[src/core/bpr_pkg.sv]
// shared types, register map and timing constants of the parity report block
`default_nettype none
package bpr_pkg;

   ////////////////////////////////////////////////////////////////////////////
   // transaction descriptors handed over by the bridge core
   typedef enum logic [1:0] {
      XACT_READ    = 2'b00,
      XACT_POSTED  = 2'b01,
      XACT_DELAYED = 2'b11
   } bpr_xact_e;

   typedef enum logic {
      DIR_DOWN = 1'b0,
      DIR_UP   = 1'b1
   } bpr_dir_e;

   // one finished data phase on a bus, with the parity check result
   typedef struct packed {
      logic      done;
      logic      bad_par;
      bpr_xact_e kind;
      bpr_dir_e  dir;
   } bpr_phase_s;

   // bridge masters a write on a bus; fwd marks data carrying forwarded bad parity
   typedef struct packed {
      logic active;
      logic fwd;
   } bpr_master_s;

   // posted write data handed to the opposite bus
   typedef struct packed {
      logic valid;
      logic bad_par;
   } bpr_fwd_s;

   ////////////////////////////////////////////////////////////////////////////
   // register offsets (byte addresses)
   localparam logic [3:0] ADR_CTRL = 4'h0;
   localparam logic [3:0] ADR_STAT = 4'h4;
   localparam logic [3:0] ADR_MASK = 4'h8;

   // control fields
   localparam int CTRL_W          = 4;
   localparam int CTRL_PRI_PER    = 0;
   localparam int CTRL_SEC_PER    = 1;
   localparam int CTRL_SERR_EN    = 2;
   localparam int CTRL_PW_EVT_DIS = 3;

   // status and mask fields
   localparam int STAT_W        = 5;
   localparam int STAT_PRI_DPE  = 0;
   localparam int STAT_SEC_DPE  = 1;
   localparam int STAT_PRI_MDPD = 2;
   localparam int STAT_SEC_MDPD = 3;
   localparam int STAT_SIG_SERR = 4;

   // reset values
   localparam logic [CTRL_W-1:0] CTRL_RST = 4'h0;
   localparam logic [STAT_W-1:0] STAT_RST = 5'h00;
   localparam logic [STAT_W-1:0] MASK_RST = 5'h00;

   // parity error pin is driven this many cycles after the data phase
   localparam int PERR_DLY = 2;

endpackage : bpr_pkg
`default_nettype wire

[src/core/bpr_sync3.sv]
// three-stage pin synchroniser with agreement filter
`default_nettype none
module bpr_sync3 #(
   parameter logic RST_VAL = 1'b1
) (
   // clock and reset
   input  wire logic clk_i,
   input  wire logic rst_i,
   // raw pin and filtered level
   input  wire logic pin_i,
   output logic      lvl_o
);

   logic [2:0] sh_q;
   logic [2:0] sh_d;
   logic       lvl_q;
   logic       lvl_d;

   // the first stage feeds only the second; the level moves when stages two and three agree
   always_comb begin
      sh_d  = {sh_q[1:0], pin_i};
      lvl_d = (sh_q[1] == sh_q[2]) ? sh_q[2] : lvl_q;
   end

   always_ff @(posedge clk_i) begin
      if (rst_i) begin
         sh_q  <= {3{RST_VAL}};
         lvl_q <= RST_VAL;
      end else begin
         sh_q  <= sh_d;
         lvl_q <= lvl_d;
      end
   end

   assign lvl_o = lvl_q;

endmodule : bpr_sync3
`default_nettype wire

[src/core/bpr_parity_report.sv]
// posted write parity detection, forwarding and error reporting with wishbone registers
`default_nettype none

// What this block does
// RQ1: a downstream posted write with bad primary parity drives the upstream parity pin two cycles later when primary response is on.
// RQ2: that same event always sets the primary detected-parity status bit.
// RQ3: downstream posted write data goes on to the secondary bus with its bad parity and completes normally.
// RQ4: an upstream posted write with bad secondary parity sets the secondary detected bit and, with secondary response on, drives the downstream parity pin two cycles later.
// RQ5: upstream posted write data goes on to the primary bus with its bad parity and completes normally.
// RQ6: a target parity report on the secondary pin during a downstream write sets the secondary master parity bit when secondary response is on.
// RQ7: that downstream report raises the system error pin and flag only with error enable, event disable clear, both responses on and no forwarded parity.
// RQ8: a target parity report on the primary pin during an upstream write sets the primary master parity bit when primary response is on.
// RQ9: that upstream report raises the system error pin and flag only with error enable, both responses on and no forwarded parity.
// RQ10: a target report about parity that was forwarded from the initiating bus never raises the system error pin.
// RQ11: the primary detected bit is set only by primary errors on upstream reads and downstream posted or delayed writes, whatever the responses.
// RQ12: the secondary detected bit is set only by secondary errors on downstream reads and upstream posted or delayed writes, whatever the responses.
module bpr_parity_report
   import bpr_pkg::*;
(
   // clock and reset
   input  wire logic        clk_i,
   input  wire logic        rst_i,
   // wishbone slave
   input  wire logic        wb_cyc_i,
   input  wire logic        wb_stb_i,
   input  wire logic        wb_we_i,
   input  wire logic [3:0]  wb_adr_i,
   input  wire logic [3:0]  wb_sel_i,
   input  wire logic [31:0] wb_dat_i,
   output logic      [31:0] wb_dat_o,
   output logic             wb_ack_o,
   // data phases and master writes reported by the bridge core
   input  wire bpr_phase_s  pri_phase_i,
   input  wire bpr_phase_s  sec_phase_i,
   input  wire bpr_master_s pri_master_i,
   input  wire bpr_master_s sec_master_i,
   // posted write forwarding and normal completion to the core
   output bpr_fwd_s         sec_fwd_o,
   output bpr_fwd_s         pri_fwd_o,
   output logic             pri_cmpl_o,
   output logic             sec_cmpl_o,
   // parity and system error pins
   input  wire logic        upstream_side_parity_err_n_i,
   output logic             upstream_side_parity_err_n_o,
   output logic             upstream_side_parity_err_n_oe_o,
   input  wire logic        downstream_side_parity_err_n_i,
   output logic             downstream_side_parity_err_n_o,
   output logic             downstream_side_parity_err_n_oe_o,
   output logic             upstream_side_system_err_n_o,
   output logic             upstream_side_system_err_n_oe_o,
   // interrupt
   output logic             irq_o
);

   ////////////////////////////////////////////////////////////////////////////
   // decode helpers

   // parity error seen on the bus where the bridge receives data
   function automatic logic recv_err(input bpr_phase_s ph, input bpr_dir_e rd_dir);
      logic wr_dir;
      wr_dir = (ph.dir != rd_dir);
      return ph.done && ph.bad_par &&
             ((ph.kind == XACT_READ) ? (ph.dir == rd_dir) : wr_dir);
   endfunction : recv_err

   // posted write finished as target on this bus
   function automatic logic posted_in(input bpr_phase_s ph, input bpr_dir_e dir);
      return ph.done && (ph.kind == XACT_POSTED) && (ph.dir == dir);
   endfunction : posted_in

   ////////////////////////////////////////////////////////////////////////////
   // pin synchronisers for target parity reports

   logic pri_perr_lvl;
   logic sec_perr_lvl;

   bpr_sync3 #(.RST_VAL(1'b1)) u_pri_sync (
      .clk_i (clk_i),
      .rst_i (rst_i),
      .pin_i (upstream_side_parity_err_n_i),
      .lvl_o (pri_perr_lvl)
   );

   bpr_sync3 #(.RST_VAL(1'b1)) u_sec_sync (
      .clk_i (clk_i),
      .rst_i (rst_i),
      .pin_i (downstream_side_parity_err_n_i),
      .lvl_o (sec_perr_lvl)
   );

   ////////////////////////////////////////////////////////////////////////////
   // register state

   logic [CTRL_W-1:0] ctrl_q;
   logic [CTRL_W-1:0] ctrl_d;
   logic [STAT_W-1:0] stat_q;
   logic [STAT_W-1:0] stat_d;
   logic [STAT_W-1:0] mask_q;
   logic [STAT_W-1:0] mask_d;
   logic              ack_q;
   logic              ack_d;
   logic [31:0]       rdat_q;
   logic [31:0]       rdat_d;

   logic pri_per;
   logic sec_per;
   logic serr_en;
   logic pw_dis;

   assign pri_per = ctrl_q[CTRL_PRI_PER];
   assign sec_per = ctrl_q[CTRL_SEC_PER];
   assign serr_en = ctrl_q[CTRL_SERR_EN];
   assign pw_dis  = ctrl_q[CTRL_PW_EVT_DIS];

   ////////////////////////////////////////////////////////////////////////////
   // event decode

   logic pri_det;
   logic sec_det;
   logic pri_pw_err;
   logic sec_pw_err;
   logic pri_perr_old_q;
   logic sec_perr_old_q;
   logic pri_tgt_rep;
   logic sec_tgt_rep;
   logic serr_down;
   logic serr_up;

   // detected bits ignore the response controls
   assign pri_det = recv_err(pri_phase_i, DIR_UP);   // RQ11
   assign sec_det = recv_err(sec_phase_i, DIR_DOWN); // RQ12

   // bad parity on a posted write taken as target
   assign pri_pw_err = posted_in(pri_phase_i, DIR_DOWN) && pri_phase_i.bad_par;
   assign sec_pw_err = posted_in(sec_phase_i, DIR_UP) && sec_phase_i.bad_par;

   // falling edge of the filtered pin while the bridge masters a write there
   assign pri_tgt_rep = pri_master_i.active && pri_perr_old_q && !pri_perr_lvl;
   assign sec_tgt_rep = sec_master_i.active && sec_perr_old_q && !sec_perr_lvl;

   // forwarded parity already reached the initiator, so no system error for it
   assign serr_down = sec_tgt_rep && serr_en && !pw_dis && pri_per && sec_per &&
                      !sec_master_i.fwd;                                 // RQ7 RQ10
   assign serr_up   = pri_tgt_rep && serr_en && pri_per && sec_per &&
                      !pri_master_i.fwd;                                 // RQ9 RQ10

   ////////////////////////////////////////////////////////////////////////////
   // wishbone slave and registers

   logic            req;
   logic            rd_stat;
   logic [STAT_W-1:0] set_v;

   assign req     = wb_cyc_i && wb_stb_i && !ack_q;
   assign rd_stat = req && !wb_we_i && (wb_adr_i == ADR_STAT);

   // next values; a status set always beats the clear of a read in the same cycle
   always_comb begin
      ack_d  = req;
      ctrl_d = ctrl_q;
      mask_d = mask_q;
      rdat_d = rdat_q;
      set_v  = '0;
      set_v[STAT_PRI_DPE]  = pri_det;                       // RQ2 RQ11
      set_v[STAT_SEC_DPE]  = sec_det;                       // RQ4 RQ12
      set_v[STAT_PRI_MDPD] = pri_tgt_rep && pri_per;        // RQ8
      set_v[STAT_SEC_MDPD] = sec_tgt_rep && sec_per;        // RQ6
      set_v[STAT_SIG_SERR] = serr_down || serr_up;          // RQ7 RQ9
      stat_d = (rd_stat ? STAT_RST : stat_q) | set_v;
      if (req && wb_we_i && wb_sel_i[0]) begin
         if (wb_adr_i == ADR_CTRL) begin
            ctrl_d = wb_dat_i[CTRL_W-1:0];
         end
         if (wb_adr_i == ADR_MASK) begin
            mask_d = wb_dat_i[STAT_W-1:0];
         end
      end
      if (req && !wb_we_i) begin
         unique case (wb_adr_i)
            ADR_CTRL: rdat_d = {{(32-CTRL_W){1'b0}}, ctrl_q};
            ADR_STAT: rdat_d = {{(32-STAT_W){1'b0}}, stat_q};
            ADR_MASK: rdat_d = {{(32-STAT_W){1'b0}}, mask_q};
            default:  rdat_d = 32'h0000_0000; // unmapped reads answer zero
         endcase
      end
   end

   always_ff @(posedge clk_i) begin
      if (rst_i) begin
         ack_q  <= 1'b0;
         ctrl_q <= CTRL_RST;
         stat_q <= STAT_RST;
         mask_q <= MASK_RST;
         rdat_q <= 32'h0000_0000;
      end else begin
         ack_q  <= ack_d;
         ctrl_q <= ctrl_d;
         stat_q <= stat_d;
         mask_q <= mask_d;
         rdat_q <= rdat_d;
      end
   end

   assign wb_ack_o = ack_q;
   assign wb_dat_o = rdat_q;
   assign irq_o    = |(stat_q & mask_q);

   ////////////////////////////////////////////////////////////////////////////
   // pin drive, forwarding and completion

   logic [PERR_DLY-1:0] pri_pipe_q;
   logic [PERR_DLY-1:0] pri_pipe_d;
   logic [PERR_DLY-1:0] sec_pipe_q;
   logic [PERR_DLY-1:0] sec_pipe_d;
   logic                serr_q;
   logic                serr_d;
   bpr_fwd_s            sec_fwd_q;
   bpr_fwd_s            sec_fwd_d;
   bpr_fwd_s            pri_fwd_q;
   bpr_fwd_s            pri_fwd_d;
   logic                pri_cmpl_q;
   logic                pri_cmpl_d;
   logic                sec_cmpl_q;
   logic                sec_cmpl_d;

   // a short shift line places the parity pin pulse exactly PERR_DLY cycles after the data phase
   always_comb begin
      pri_pipe_d = {pri_pipe_q[PERR_DLY-2:0], pri_pw_err && pri_per};   // RQ1
      sec_pipe_d = {sec_pipe_q[PERR_DLY-2:0], sec_pw_err && sec_per};   // RQ4
      serr_d     = serr_down || serr_up;                                // RQ7 RQ9
      // bad parity travels with the data; the initiator still sees a normal end
      sec_fwd_d.valid   = posted_in(pri_phase_i, DIR_DOWN);             // RQ3
      sec_fwd_d.bad_par = pri_phase_i.bad_par;                          // RQ3
      pri_fwd_d.valid   = posted_in(sec_phase_i, DIR_UP);               // RQ5
      pri_fwd_d.bad_par = sec_phase_i.bad_par;                          // RQ5
      pri_cmpl_d        = posted_in(pri_phase_i, DIR_DOWN);             // RQ3
      sec_cmpl_d        = posted_in(sec_phase_i, DIR_UP);               // RQ5
   end

   always_ff @(posedge clk_i) begin
      if (rst_i) begin
         pri_pipe_q     <= '0;
         sec_pipe_q     <= '0;
         serr_q         <= 1'b0;
         sec_fwd_q      <= '0;
         pri_fwd_q      <= '0;
         pri_cmpl_q     <= 1'b0;
         sec_cmpl_q     <= 1'b0;
         pri_perr_old_q <= 1'b1;
         sec_perr_old_q <= 1'b1;
      end else begin
         pri_pipe_q     <= pri_pipe_d;
         sec_pipe_q     <= sec_pipe_d;
         serr_q         <= serr_d;
         sec_fwd_q      <= sec_fwd_d;
         pri_fwd_q      <= pri_fwd_d;
         pri_cmpl_q     <= pri_cmpl_d;
         sec_cmpl_q     <= sec_cmpl_d;
         pri_perr_old_q <= pri_perr_lvl;
         sec_perr_old_q <= sec_perr_lvl;
      end
   end

   // pins are driven low only while enabled; otherwise the wire floats high
   assign upstream_side_parity_err_n_o      = ~pri_pipe_q[PERR_DLY-1];
   assign upstream_side_parity_err_n_oe_o   = pri_pipe_q[PERR_DLY-1];
   assign downstream_side_parity_err_n_o    = ~sec_pipe_q[PERR_DLY-1];
   assign downstream_side_parity_err_n_oe_o = sec_pipe_q[PERR_DLY-1];
   assign upstream_side_system_err_n_o      = ~serr_q;
   assign upstream_side_system_err_n_oe_o   = serr_q;
   assign sec_fwd_o  = sec_fwd_q;
   assign pri_fwd_o  = pri_fwd_q;
   assign pri_cmpl_o = pri_cmpl_q;
   assign sec_cmpl_o = sec_cmpl_q;
endmodule : bpr_parity_report
`default_nettype wire

[config.mk]
export PLATFORM = sky130hd
export DESIGN_NAME = bpr_parity_report
export DESIGN_NICKNAME = d
export VERILOG_FILES = /design/src/core/bpr_pkg.sv /design/src/core/bpr_sync3.sv /design/src/core/bpr_parity_report.sv
export SDC_FILE = /design/constraint.sdc
export NUM_CORES = 1
export LEC_CHECK = 0
export ABC_AREA = 1
export CORE_MARGIN = 1.5
export CORE_UTILIZATION = 30
export CTS_CLUSTER_DIAMETER = 150
export DETAILED_ROUTE_END_ITERATION = 12
export DONT_BUFFER_PORTS = 1
export SETUP_SLACK_MARGIN = 0.5
export SYNTH_ARGS = -nofsm -noshare
export SYNTH_HDL_FRONTEND = slang
export SYNTH_SLANG_ARGS = --single-unit
[constraint.sdc]
create_clock -name clk_i -period 1.74 [get_ports clk_i]
set_clock_uncertainty 0.15 [all_clocks]
set_input_delay 0.435 -clock clk_i [delete_from_list [all_inputs] [get_ports clk_i]]
set_output_delay 0.435 -clock clk_i [all_outputs]
set_load 0.01 [all_outputs]
==> impl_metrics.json, run 1 <==
{
  "finalCritPeriodShare_pct": 95.2,
  "start_util_pct": 30.9,
  "layout_common_cells": "nor2_1, nand2_1, conb_1",
  "root_buffer": "clkbuf_8",
  "grt.total_usage_pct": 12.6,
  "ys_seq_area_share_pct": 43.2,
  "period_needed_ps": 1660,
  "drcViolationCount": 0,
  "grt_max_degree": 24,
  "crit_type": "reg2out",
  "drive_above_1_share_pct": 31.3,
  "insertedDiodeCount": 0,
  "cts_sinks": 39,
  "globalplace.congestion": 0.801,
  "rr_endpoint": "ctrl_q[0]$_SDFFE_PP0P_",
  "timing.setup.tns_ps": 0,
  "cp_data_required_time_ps": 1150,
  "rsz0062_at_grt": "yes",
  "cts_buffers": 5,
  "die_h_um": 80.6,
  "ir_worst_vdd_v": 0.000417,
  "grt_overflow": 0,
  "finalNetCount": 306,
  "clockBufferDepth": 2,
  "p_sw_share_pct": 24.1,
  "p_int_mw": 1.36,
  "area_delta_synth_final_pct": 20.4,
  "dpl.hpwl_mm": 2.66,
  "clock_latency_ps": 300,
  "synth_area_mm2": 0.00181,
  "ys_ff_latch": 39,
  "min_path_type": "in2reg",
  "final_common_cell": "nor2_1",
  "yosysUniqueCellTypes": 23,
  "cp_max_fo": 3,
  "vias": 1368,
  "ant_nets": 0,
  "p_switching_mw": 0.434,
  "cp-startpoint": "stat_q[0]$_SDFF_PP0_",
  "p_total_mw": 1.80,
  "grt_pass1_vias": 1296,
  "clk_pin_slew_ps": 80,
  "crit_arrival_ps": 1070,
  "p_clk_share_pct": 42.6,
  "grt_pass1_wl_mm": 5.98,
  "dieArea_mm2": 0.00649,
  "portBuffers": 0,
  "antenna_found_initial": 0,
  "pwr_density_cell_mw_per_mm2": 826,
  "reg2reg_from": "wb_ack_o$_SDFF_PP0_",
  "die_w_um": 80.6,
  "rows": 28,
  "critPathCapture": "irq_o",
  "place_ws_ps": 237,
  "maxCapViolCount": 0,
  "reg2regPathDepth": 6,
  "combPwrFrac_pct": 7.0,
  "wl_per_cell_um": 11.8,
  "crit_path_end_kind": "primary output",
  "synth_cells": 238,
  "r2r_slack_ps": 480,
  "core_mm2": 0.00585,
  "p_leak_nw": 0.971,
  "dr.pass1.iters": 4,
  "avgSynthCellArea_um2": 7.59,
  "max_freq_mhz": 604,
  "htree_levels": 2,
  "p_seq_share_pct": 50.4,
  "setup_ws_ps": 83.1,
  "drt-initial-drc-count": 61,
  "yosys_warnings": 0,
  "outcome": "finished, final reports clean",
  "setup_violations": 0,
  "cts-hold-fix-buffers": 0,
  "report.final.slew_viol_count": 0,
  "cts_tree": "yes",
  "ioPinCount": 107,
  "routed_wl_mm": 3.79,
  "final_cells": 321,
  "hold_viol": 0,
  "startpoint_type": "register",
  "post-place-cells": 306,
  "vias_per_cell": 4.26
}
==> per-stage QoR <==
step           hold WS, ps  util (%)  instance area (µm²)
6_report              33.9      37.2                 2170
5_1_grt               7.95      37.2                 2170
4_1_cts               30.0      36.1                 2110
3_5_place_dp           239      30.6                 1790
3_3_place_gp           235      30.6                 1790
2_1_floorplan          233         -                 1940
==> area by class of cell <==
cell class                      count  area (µm²)
Sequential cell                    39         826
Clock buffer                        5        68.8
Timing Repair Buffer                6        70.1
Multi-Input combinational cell    172         976
Clock inverter                      3        43.8
Fill cell                         600        3680
Tap cell                           75        93.8
Inverter                           21        96.3
==> how the worst min path moves through the flow <==
stage                                              from                            end  slack (ps)  depth (start not counted)
after detailed placement  u_pri_sync.sh_q[0]$_SDFF_PP1_  u_pri_sync.sh_q[1]$_SDFF_PP1_         240                          1
after global routing                              rst_i           stat_q[2]$_SDFF_PP0_           8                          1
final                                             rst_i       wb_dat_o[1]$_SDFFE_PP0P_          30                          1
after floorplan           u_pri_sync.sh_q[0]$_SDFF_PP1_  u_pri_sync.sh_q[1]$_SDFF_PP1_         230                          1
after CTS                                         rst_i       wb_dat_o[2]$_SDFFE_PP0P_          30                          1
after global placement    u_sec_sync.sh_q[0]$_SDFF_PP1_  u_sec_sync.sh_q[1]$_SDFF_PP1_         230                          1
==> critical path, cell delays in order, from the launching register on <==
cell and delay [ps]:
dfxtp_2 340, nand2_2 70, nand2_2 50, a221oi_2 160, nand2_1 150
==> logic make-up (layout without fill, tap and decap cells) <==
group           count (synthesis)  after routing  synth area share [%]
compound gates                 14             14                  4.92
xor+xnor                        1              1                 0.485
buf+inv                        54             35                  17.7
flops                          39             39                  43.2
other cells                     1             27                 0.208
simple gates                  129            130                  33.5
==> metal layers <==
metal,wire [µm],vias to the layer above,global-route usage (%)
met3,281,6,4.89
met1,1650,611,15.0
li1,-,700,-
met5,0,-,0
met4,46,0,3.79
met2,1810,51,20.7
==> repair_timing <==
item                                    in CTS  in global routing
endpoints found under the setup margin      36                 38
gates cloned                                 0                  1
setup buffers                                6                  0
pin swaps                                   12                 13
gates resized for setup                     51                 18
hold endpoints to repair                     0                  0
==> registers in the layout, summed over array words and instances (netlist names), 2 cells and up <==
signal           cells
ctrl_q               4
mask_q               5
pri_fwd_o            2
pri_pipe_q           2
sec_pipe_q           2
stat_q               5
u_pri_sync.sh_q      3
u_sec_sync.sh_q      3
wb_dat_o             5
==> cell usage after synthesis <==
library cell   n  area, µm²
nand2_1       48        180
dfxtp_1       39        781
nor2_1        35        131
buf_4         29        218
nand3_1       26        130
inv_1         19       71.3
or2_1          7       43.8
a21oi_1        6       30.0
a21oi_2        4       35.0
clkbuf_1       3       11.3
nand4_1        3       18.8
nor2_2         3       18.8
nor2_4         3       33.8
o21ai_1        3       15.0
inv_2          2       7.51
a221oi_1       1       8.76
buf_6          1       11.3
conb_1         1       3.75
nand2_4        1       11.3
nand3_2        1       10.0
nor2_8         1       20.0
or2_2          1       6.26
xnor2_1        1       8.76
==> power by group through the flow <==
stage | Combinational [mW] | Clock [mW] | Sequential [mW]
detailed placement | 0.0963 | 0 | 0.937
global placement | 0.0947 | 0 | 0.937
CTS | 0.122 | 0.784 | 0.914
finish | 0.126 | 0.764 | 0.906
floorplan | 0.140 | 0 | 0.935
global route | 0.142 | 0.839 | 0.908
Note: power is estimated with default switching activity, not from simulation.
==> run 2: changes to the inputs <==
==> constraint.sdc (replaced) <==
create_clock -name clk_i -period 1.74 [get_ports clk_i]
set_clock_uncertainty 0.15 [all_clocks]
set_input_delay 0.261 -clock clk_i [delete_from_list [all_inputs] [get_ports clk_i]]
set_output_delay 0.261 -clock clk_i [all_outputs]
set_load 0.01 [all_outputs]
==> run 2 against run 1 <==
  * The flow now finishes with violations (hold timing)
  * Final cell count rose by 4.4%
  * Count of clock-buffer cells in the layout rose by 1
  * Clock power rose by 17%
  * Non-clock buffer count rose by 14
  * Core utilization rose by 1.1 points
  * Combinational power rose by 10%
  * Wire length rose by 4.1%
  * Sequential power rose by 1%
  * Sequential share of layout area fell by 2.6 points
  * Critical path depth did not move
  * Design area rose by 2.9%
  * Global-route usage rose by 0.22 points
==> impl_metrics.json, run 2 (synthesis results as in run 1) <==
{
  "clock_latency_ps": 290,
  "cp_data_required_time_ps": 1330,
  "maxCapViolCount": 0,
  "drive_above_1_share_pct": 23.8,
  "clk_pin_slew_ps": 80,
  "cts_sinks": 39,
  "start_util_pct": 30.9,
  "final_common_cell": "nor2_1",
  "cp_max_fo": 2,
  "r2r_slack_ps": 460,
  "globalplace.congestion": 0.847,
  "violations": "hold timing",
  "hold_ws_ps": -63.6,
  "post-route-util_pct": 38.3,
  "place_ws_ps": 366,
  "worstHoldStart": "wb_stb_i",
  "wl_per_cell_um": 11.8,
  "ir_worst_vdd_v": 0.000335,
  "reg2reg_from": "wb_ack_o$_SDFF_PP0_",
  "hold_viol": 1,
  "timing.setup.tns_ps": 0,
  "pwr_density_cell_mw_per_mm2": 871,
  "portBuffers": 0,
  "drt-initial-drc-count": 94,
  "min_to": "wb_ack_o$_SDFF_PP0_",
  "routed_wl_mm": 3.95,
  "cts_buffers": 5,
  "final_cells": 335,
  "cts_tree": "yes",
  "p_sw_share_pct": 21.7,
  "dpl.hpwl_mm": 2.59,
  "layout_common_cells": "nor2_1, dfxtp_1, nand2_1",
  "grt_pass1_wl_mm": 6.24,
  "ioPinCount": 107,
  "grt_pass1_vias": 1351,
  "combPwrFrac_pct": 7.1,
  "grt.total_usage_pct": 12.8,
  "rows": 28,
  "worst_pin_slew_ps": 667,
  "post-place-cells": 307,
  "dieArea_mm2": 0.00649,
  "crit_path_end_kind": "primary output",
  "finalCritPeriodShare_pct": 86.6,
  "die_w_um": 80.6,
  "p_int_mw": 1.53,
  "min_delay_path_depth": 2,
  "vias_per_cell": 4.27,
  "drcViolationCount": 0,
  "crit_arrival_ps": 1100,
  "period_needed_ps": 1510,
  "rr_endpoint": "ctrl_q[0]$_SDFFE_PP0P_",
  "grt_overflow": 0,
  "clockBufferDepth": 2,
  "antenna_found_initial": 0,
  "outcome": "finished with violations",
  "die_h_um": 80.6,
  "setup_violations": 0,
  "finalNetCount": 320,
  "grt_max_degree": 17,
  "p_leak_nw": 0.974,
  "core_mm2": 0.00585,
  "startpoint_type": "register",
  "report.final.slew_viol_count": 0,
  "dr.pass1.iters": 4,
  "root_buffer": "clkbuf_8",
  "p_seq_share_pct": 47.0,
  "area_delta_synth_final_pct": 24.0,
  "rsz0062_at_grt": "yes",
  "setup_ws_ps": 233,
  "cts-hold-fix-buffers": 14,
  "slew_headroom_pct": 55.5,
  "reg2regPathDepth": 6,
  "vias": 1430,
  "ant_nets": 0,
  "min_path_type": "in2reg",
  "max_freq_mhz": 663,
  "crit_type": "reg2out",
  "htree_levels": 2,
  "insertedDiodeCount": 0,
  "p_clk_share_pct": 45.9,
  "p_switching_mw": 0.423
}
==> run 2: critical path: stages, from the launching register on <==
cell	delay, ps
dfxtp_2	330
nand2_2	90
nand2_4	60
a221oi_4	210
nand2_2	120
==> run 2: timing repair <==
action                     in CTS  in global routing
pin swaps                       8                 16
gates resized for setup        15                 29
hold endpoints to repair       25                  1
gates cloned                    0                  1
setup buffers                   5                  0
setup endpoints to repair      15                 28
==> run 2: layout make-up <==
type	instances	area (µm²)
clock inverter	2	60.1
inverter	21	81.3
clock buffer	6	72.6
timing repair buffer	20	191
multi-input combinational	172	947
fill	628	3610
sequential	39	792
tap	75	93.8
==> run 2: how the worst max path moves through the flow <==
stage	from	to	slack [ps]	cells past startpoint
3_3_place_gp	wb_ack_o$_SDFF_PP0_	stat_q[2]$_SDFF_PP0_	360	6
2_1_floorplan	wb_ack_o$_SDFF_PP0_	stat_q[1]$_SDFF_PP0_	520	6
5_1_grt	stat_q[1]$_SDFF_PP0_	irq_o	170	4
6_report	stat_q[1]$_SDFF_PP0_	irq_o	230	4
3_5_place_dp	wb_ack_o$_SDFF_PP0_	stat_q[2]$_SDFF_PP0_	370	6
4_1_cts	stat_q[0]$_SDFF_PP0_	irq_o	230	4
==> run 2: layer usage <==
layer  wire length, µm  part of all wire [%]  track usage (%)
met5                 0                     0                0
met4                41                   1.0             3.79
met3               330                   8.4             4.89
met2              1940                    49             21.9
met1              1640                    41             14.6
==> run 2: power groups by stage <==
stage / Combinational (mW) / Clock (mW) / Sequential [mW]
floorplan: 0.136 / 0 / 0.934
finish: 0.139 / 0.895 / 0.916
detailed placement: 0.0938 / 0 / 0.937
CTS: 0.128 / 0.920 / 0.915
global placement: 0.0921 / 0 / 0.937
global route: 0.156 / 0.955 / 0.918
==> run 2: per-stage QoR <==
step | hold WS (ps) | cell area [µm²] | total power, mW
floorplan | 194 | 1910 | 1.07
global placement | 180 | 1770 | 1.03
detailed placement | 184 | 1770 | 1.03
CTS | -29.6 | 2130 | 1.96
global route | -71.7 | 2240 | 2.03
finish | -63.6 | 2240 | 1.95
==> run 3: changes to the inputs <==
--- a/config.mk
+++ b/config.mk
@@ -14,4 +14,5 @@
 export SETUP_SLACK_MARGIN = 0.5
 export SYNTH_ARGS = -nofsm -noshare
 export SYNTH_HDL_FRONTEND = slang
+export SYNTH_HIERARCHICAL = 1
 export SYNTH_SLANG_ARGS = --single-unit
==> run 3 against run 2 <==
  * The flow still finishes with violations (hold timing)
  * Sequential share of layout area grew 1.0 points
  * Design area shrank 3.2%
  * Setup slack gained 37 ps
  * Count of clock-buffer cells in the layout is the same
  * Global-route usage shrank 1.2 points
  * Critical path depth is the same
  * Maximum frequency grew 2.5%
  * Total power shrank 15%
  * Combinational power is essentially flat
  * Critical path type unchanged
  * Critical endpoint unchanged
==> impl_metrics.json, run 3 <==
{
  "root_buffer": "clkbuf_8",
  "min_delay_path_depth": 2,
  "area_delta_synth_final_pct": 21.5,
  "final_common_cell": "dfxtp_1",
  "yosys_warnings": 6,
  "grt_overflow": 0,
  "ir_worst_vdd_v": 0.000475,
  "antenna_found_initial": 0,
  "yosysUniqueCellTypes": 23,
  "min_to": "wb_ack_o$_SDFF_PP0_",
  "ioPinCount": 107,
  "pwr_density_cell_mw_per_mm2": 767,
  "hold_ws_ps": -11.7,
  "dieArea_mm2": 0.00641,
  "p_leak_nw": 0.895,
  "drcViolationCount": 0,
  "avgSynthCellArea_um2": 7.55,
  "htree_levels": 2,
  "crit_path_end_kind": "primary output",
  "synth_commonest_cells": "dfxtp_1, nand2_1, nor2_1",
  "violations": "hold timing",
  "clockBufferDepth": 2,
  "period_needed_ps": 1470,
  "ys_seq_area_share_pct": 43.8,
  "synth_cells": 236,
  "drt-initial-drc-count": 88,
  "final_cells": 330,
  "rr_endpoint": "mask_q[4]$_SDFFE_PP0P_",
  "grt_max_degree": 20,
  "report.final.slew_viol_count": 0,
  "ys_ff_latch": 39,
  "slew_headroom_pct": 46.1,
  "grt_pass1_vias": 1294,
  "cts_tree": "yes",
  "yosysTopAreaCellShare_pct": 43.8,
  "drive_above_1_share_pct": 22.5,
  "worstHoldStart": "wb_stb_i",
  "crit_type": "reg2out",
  "synth_top_area_cell": "dfxtp_1",
  "min_path_type": "in2reg",
  "vias_per_cell": 4.25,
  "finalNetCount": 319,
  "post-place-cells": 301,
  "die_w_um": 80.1,
  "cp_data_required_time_ps": 1330,
  "wl_per_cell_um": 10.8,
  "die_h_um": 80.1,
  "clock_latency_ps": 280,
  "clk_pin_slew_ps": 70,
  "cts-hold-fix-buffers": 19,
  "cts_buffers": 5,
  "portBuffers": 0,
  "core_mm2": 0.00561,
  "grt.total_usage_pct": 11.6,
  "routed_wl_mm": 3.57,
  "fill_cells": 609,
  "synth_area_mm2": 0.00178,
  "reg2regPathDepth": 6,
  "rsz0062_at_grt": "yes",
  "grt_pass1_wl_mm": 5.58,
  "reg2reg_from": "wb_ack_o$_SDFF_PP0_",
  "cp_max_fo": 3,
  "synthTopCellsByArea": "dfxtp_1, buf_4, nand2_1, nor2_1, nand3_1",
  "post-route-util_pct": 38.6,
  "cts_sinks": 39,
  "finalCritPeriodShare_pct": 84.5,
  "setup_violations": 0,
  "start_util_pct": 31.8,
  "layout_common_cells": "dfxtp_1, nor2_1, nand2_1",
  "vias": 1401,
  "globalplace.congestion": 0.827,
  "insertedDiodeCount": 0,
  "hold_viol": 1,
  "maxCapViolCount": 0,
  "r2r_slack_ps": 430,
  "synthArstFlopShare_pct": 0,
  "worst_pin_slew_ps": 808,
  "rows": 27,
  "timing.setup.tns_ps": 0,
  "dr.pass1.iters": 4,
  "synthMostInstantiatedCell": "dfxtp_1",
  "dpl.hpwl_mm": 2.53,
  "synth_edf_count": 0,
  "ys_dominant_reg_cell": "dfxtp_1",
  "max_freq_mhz": 680,
  "startpoint_type": "register",
  "ant_nets": 0,
  "crit_arrival_ps": 1060,
  "outcome": "finished with violations"
}
## run 3: repair_timing
item                                    CTS  global route
endpoints found under the setup margin   15            30
endpoints found under the hold margin    37             1
setup buffers                             1             2
gates resized for setup                  15            26
pin swaps                                 3            13
## run 3: stage by stage
stage          area [µm²]  power (mW)  setup WS [ps]
3_5_place_dp         1730        1.02            371
3_3_place_gp         1730        1.02            398
4_1_cts              2070        1.68            269
6_report             2170        1.66            270
5_1_grt              2170        1.75            209
2_1_floorplan        1880        1.07            514
## run 3: layout make-up
| type | instances | area, µm² | area share [%] |
|---|---|---|---|
| multi-input cells | 166 | 882 | 40.7 |
| flip-flops and latches | 39 | 790 | 36.4 |
| repair buffers | 22 | 223 | 10.3 |
| inverters | 24 | 95.1 | 4.39 |
| well taps | 72 | 90.1 | 4.16 |
| clock buffers | 6 | 82.6 | 3.81 |
| clock inverters | 1 | 5.00 | 0.231 |
## run 3: worst max-delay path, cell delays in order (launching register included)
cell and delay (ps):
dfxtp_2 340, nand2_2 60, nand2_2 50, a221oi_2 180, nand2_1 150
## run 3: where the power goes
group          leakage (nW)  switching [mW]  total (mW)  internal [mW]
Sequential            0.319          0.0101       0.916          0.906
Combinational         0.529          0.0890       0.142         0.0527
Clock                0.0470           0.294       0.605          0.311
## run 3: how the worst max path moves through the flow
| stage | to | from | depth (start not counted) | slack (ps) |
|---|---|---|---|---|
| finish | irq_o | mask_q[0]$_SDFFE_PP0P_ | 4 | 270 |
| global route | irq_o | mask_q[0]$_SDFFE_PP0P_ | 4 | 210 |
| CTS | irq_o | stat_q[0]$_SDFF_PP0_ | 4 | 270 |
| detailed placement | stat_q[3]$_SDFF_PP0_ | wb_ack_o$_SDFF_PP0_ | 6 | 370 |
| global placement | stat_q[3]$_SDFF_PP0_ | wb_ack_o$_SDFF_PP0_ | 6 | 400 |
| floorplan | stat_q[3]$_SDFF_PP0_ | wb_ack_o$_SDFF_PP0_ | 6 | 510 |
## run 3: logic make-up (layout without fill, tap and decap cells)
family | count (synthesis) | after routing | share of synthesized area [%]
other | 1 | 27 | 0.210
and+or+nand+nor | 118 | 118 | 31.3
DFF | 39 | 39 | 43.8
buffers and inverters | 57 | 53 | 18.6
AOI/OAI and AO/OA | 21 | 21 | 6.11
## run 3: per-layer routing
metal  global-route usage (%)  part of all wire, %  up-vias
li1                         -                    -      729
met1                     13.1                   43      616
met2                     18.2                   47       49
met3                     6.02                  8.9        7
met4                     4.66                  1.8        0
met5                        0                    0        -
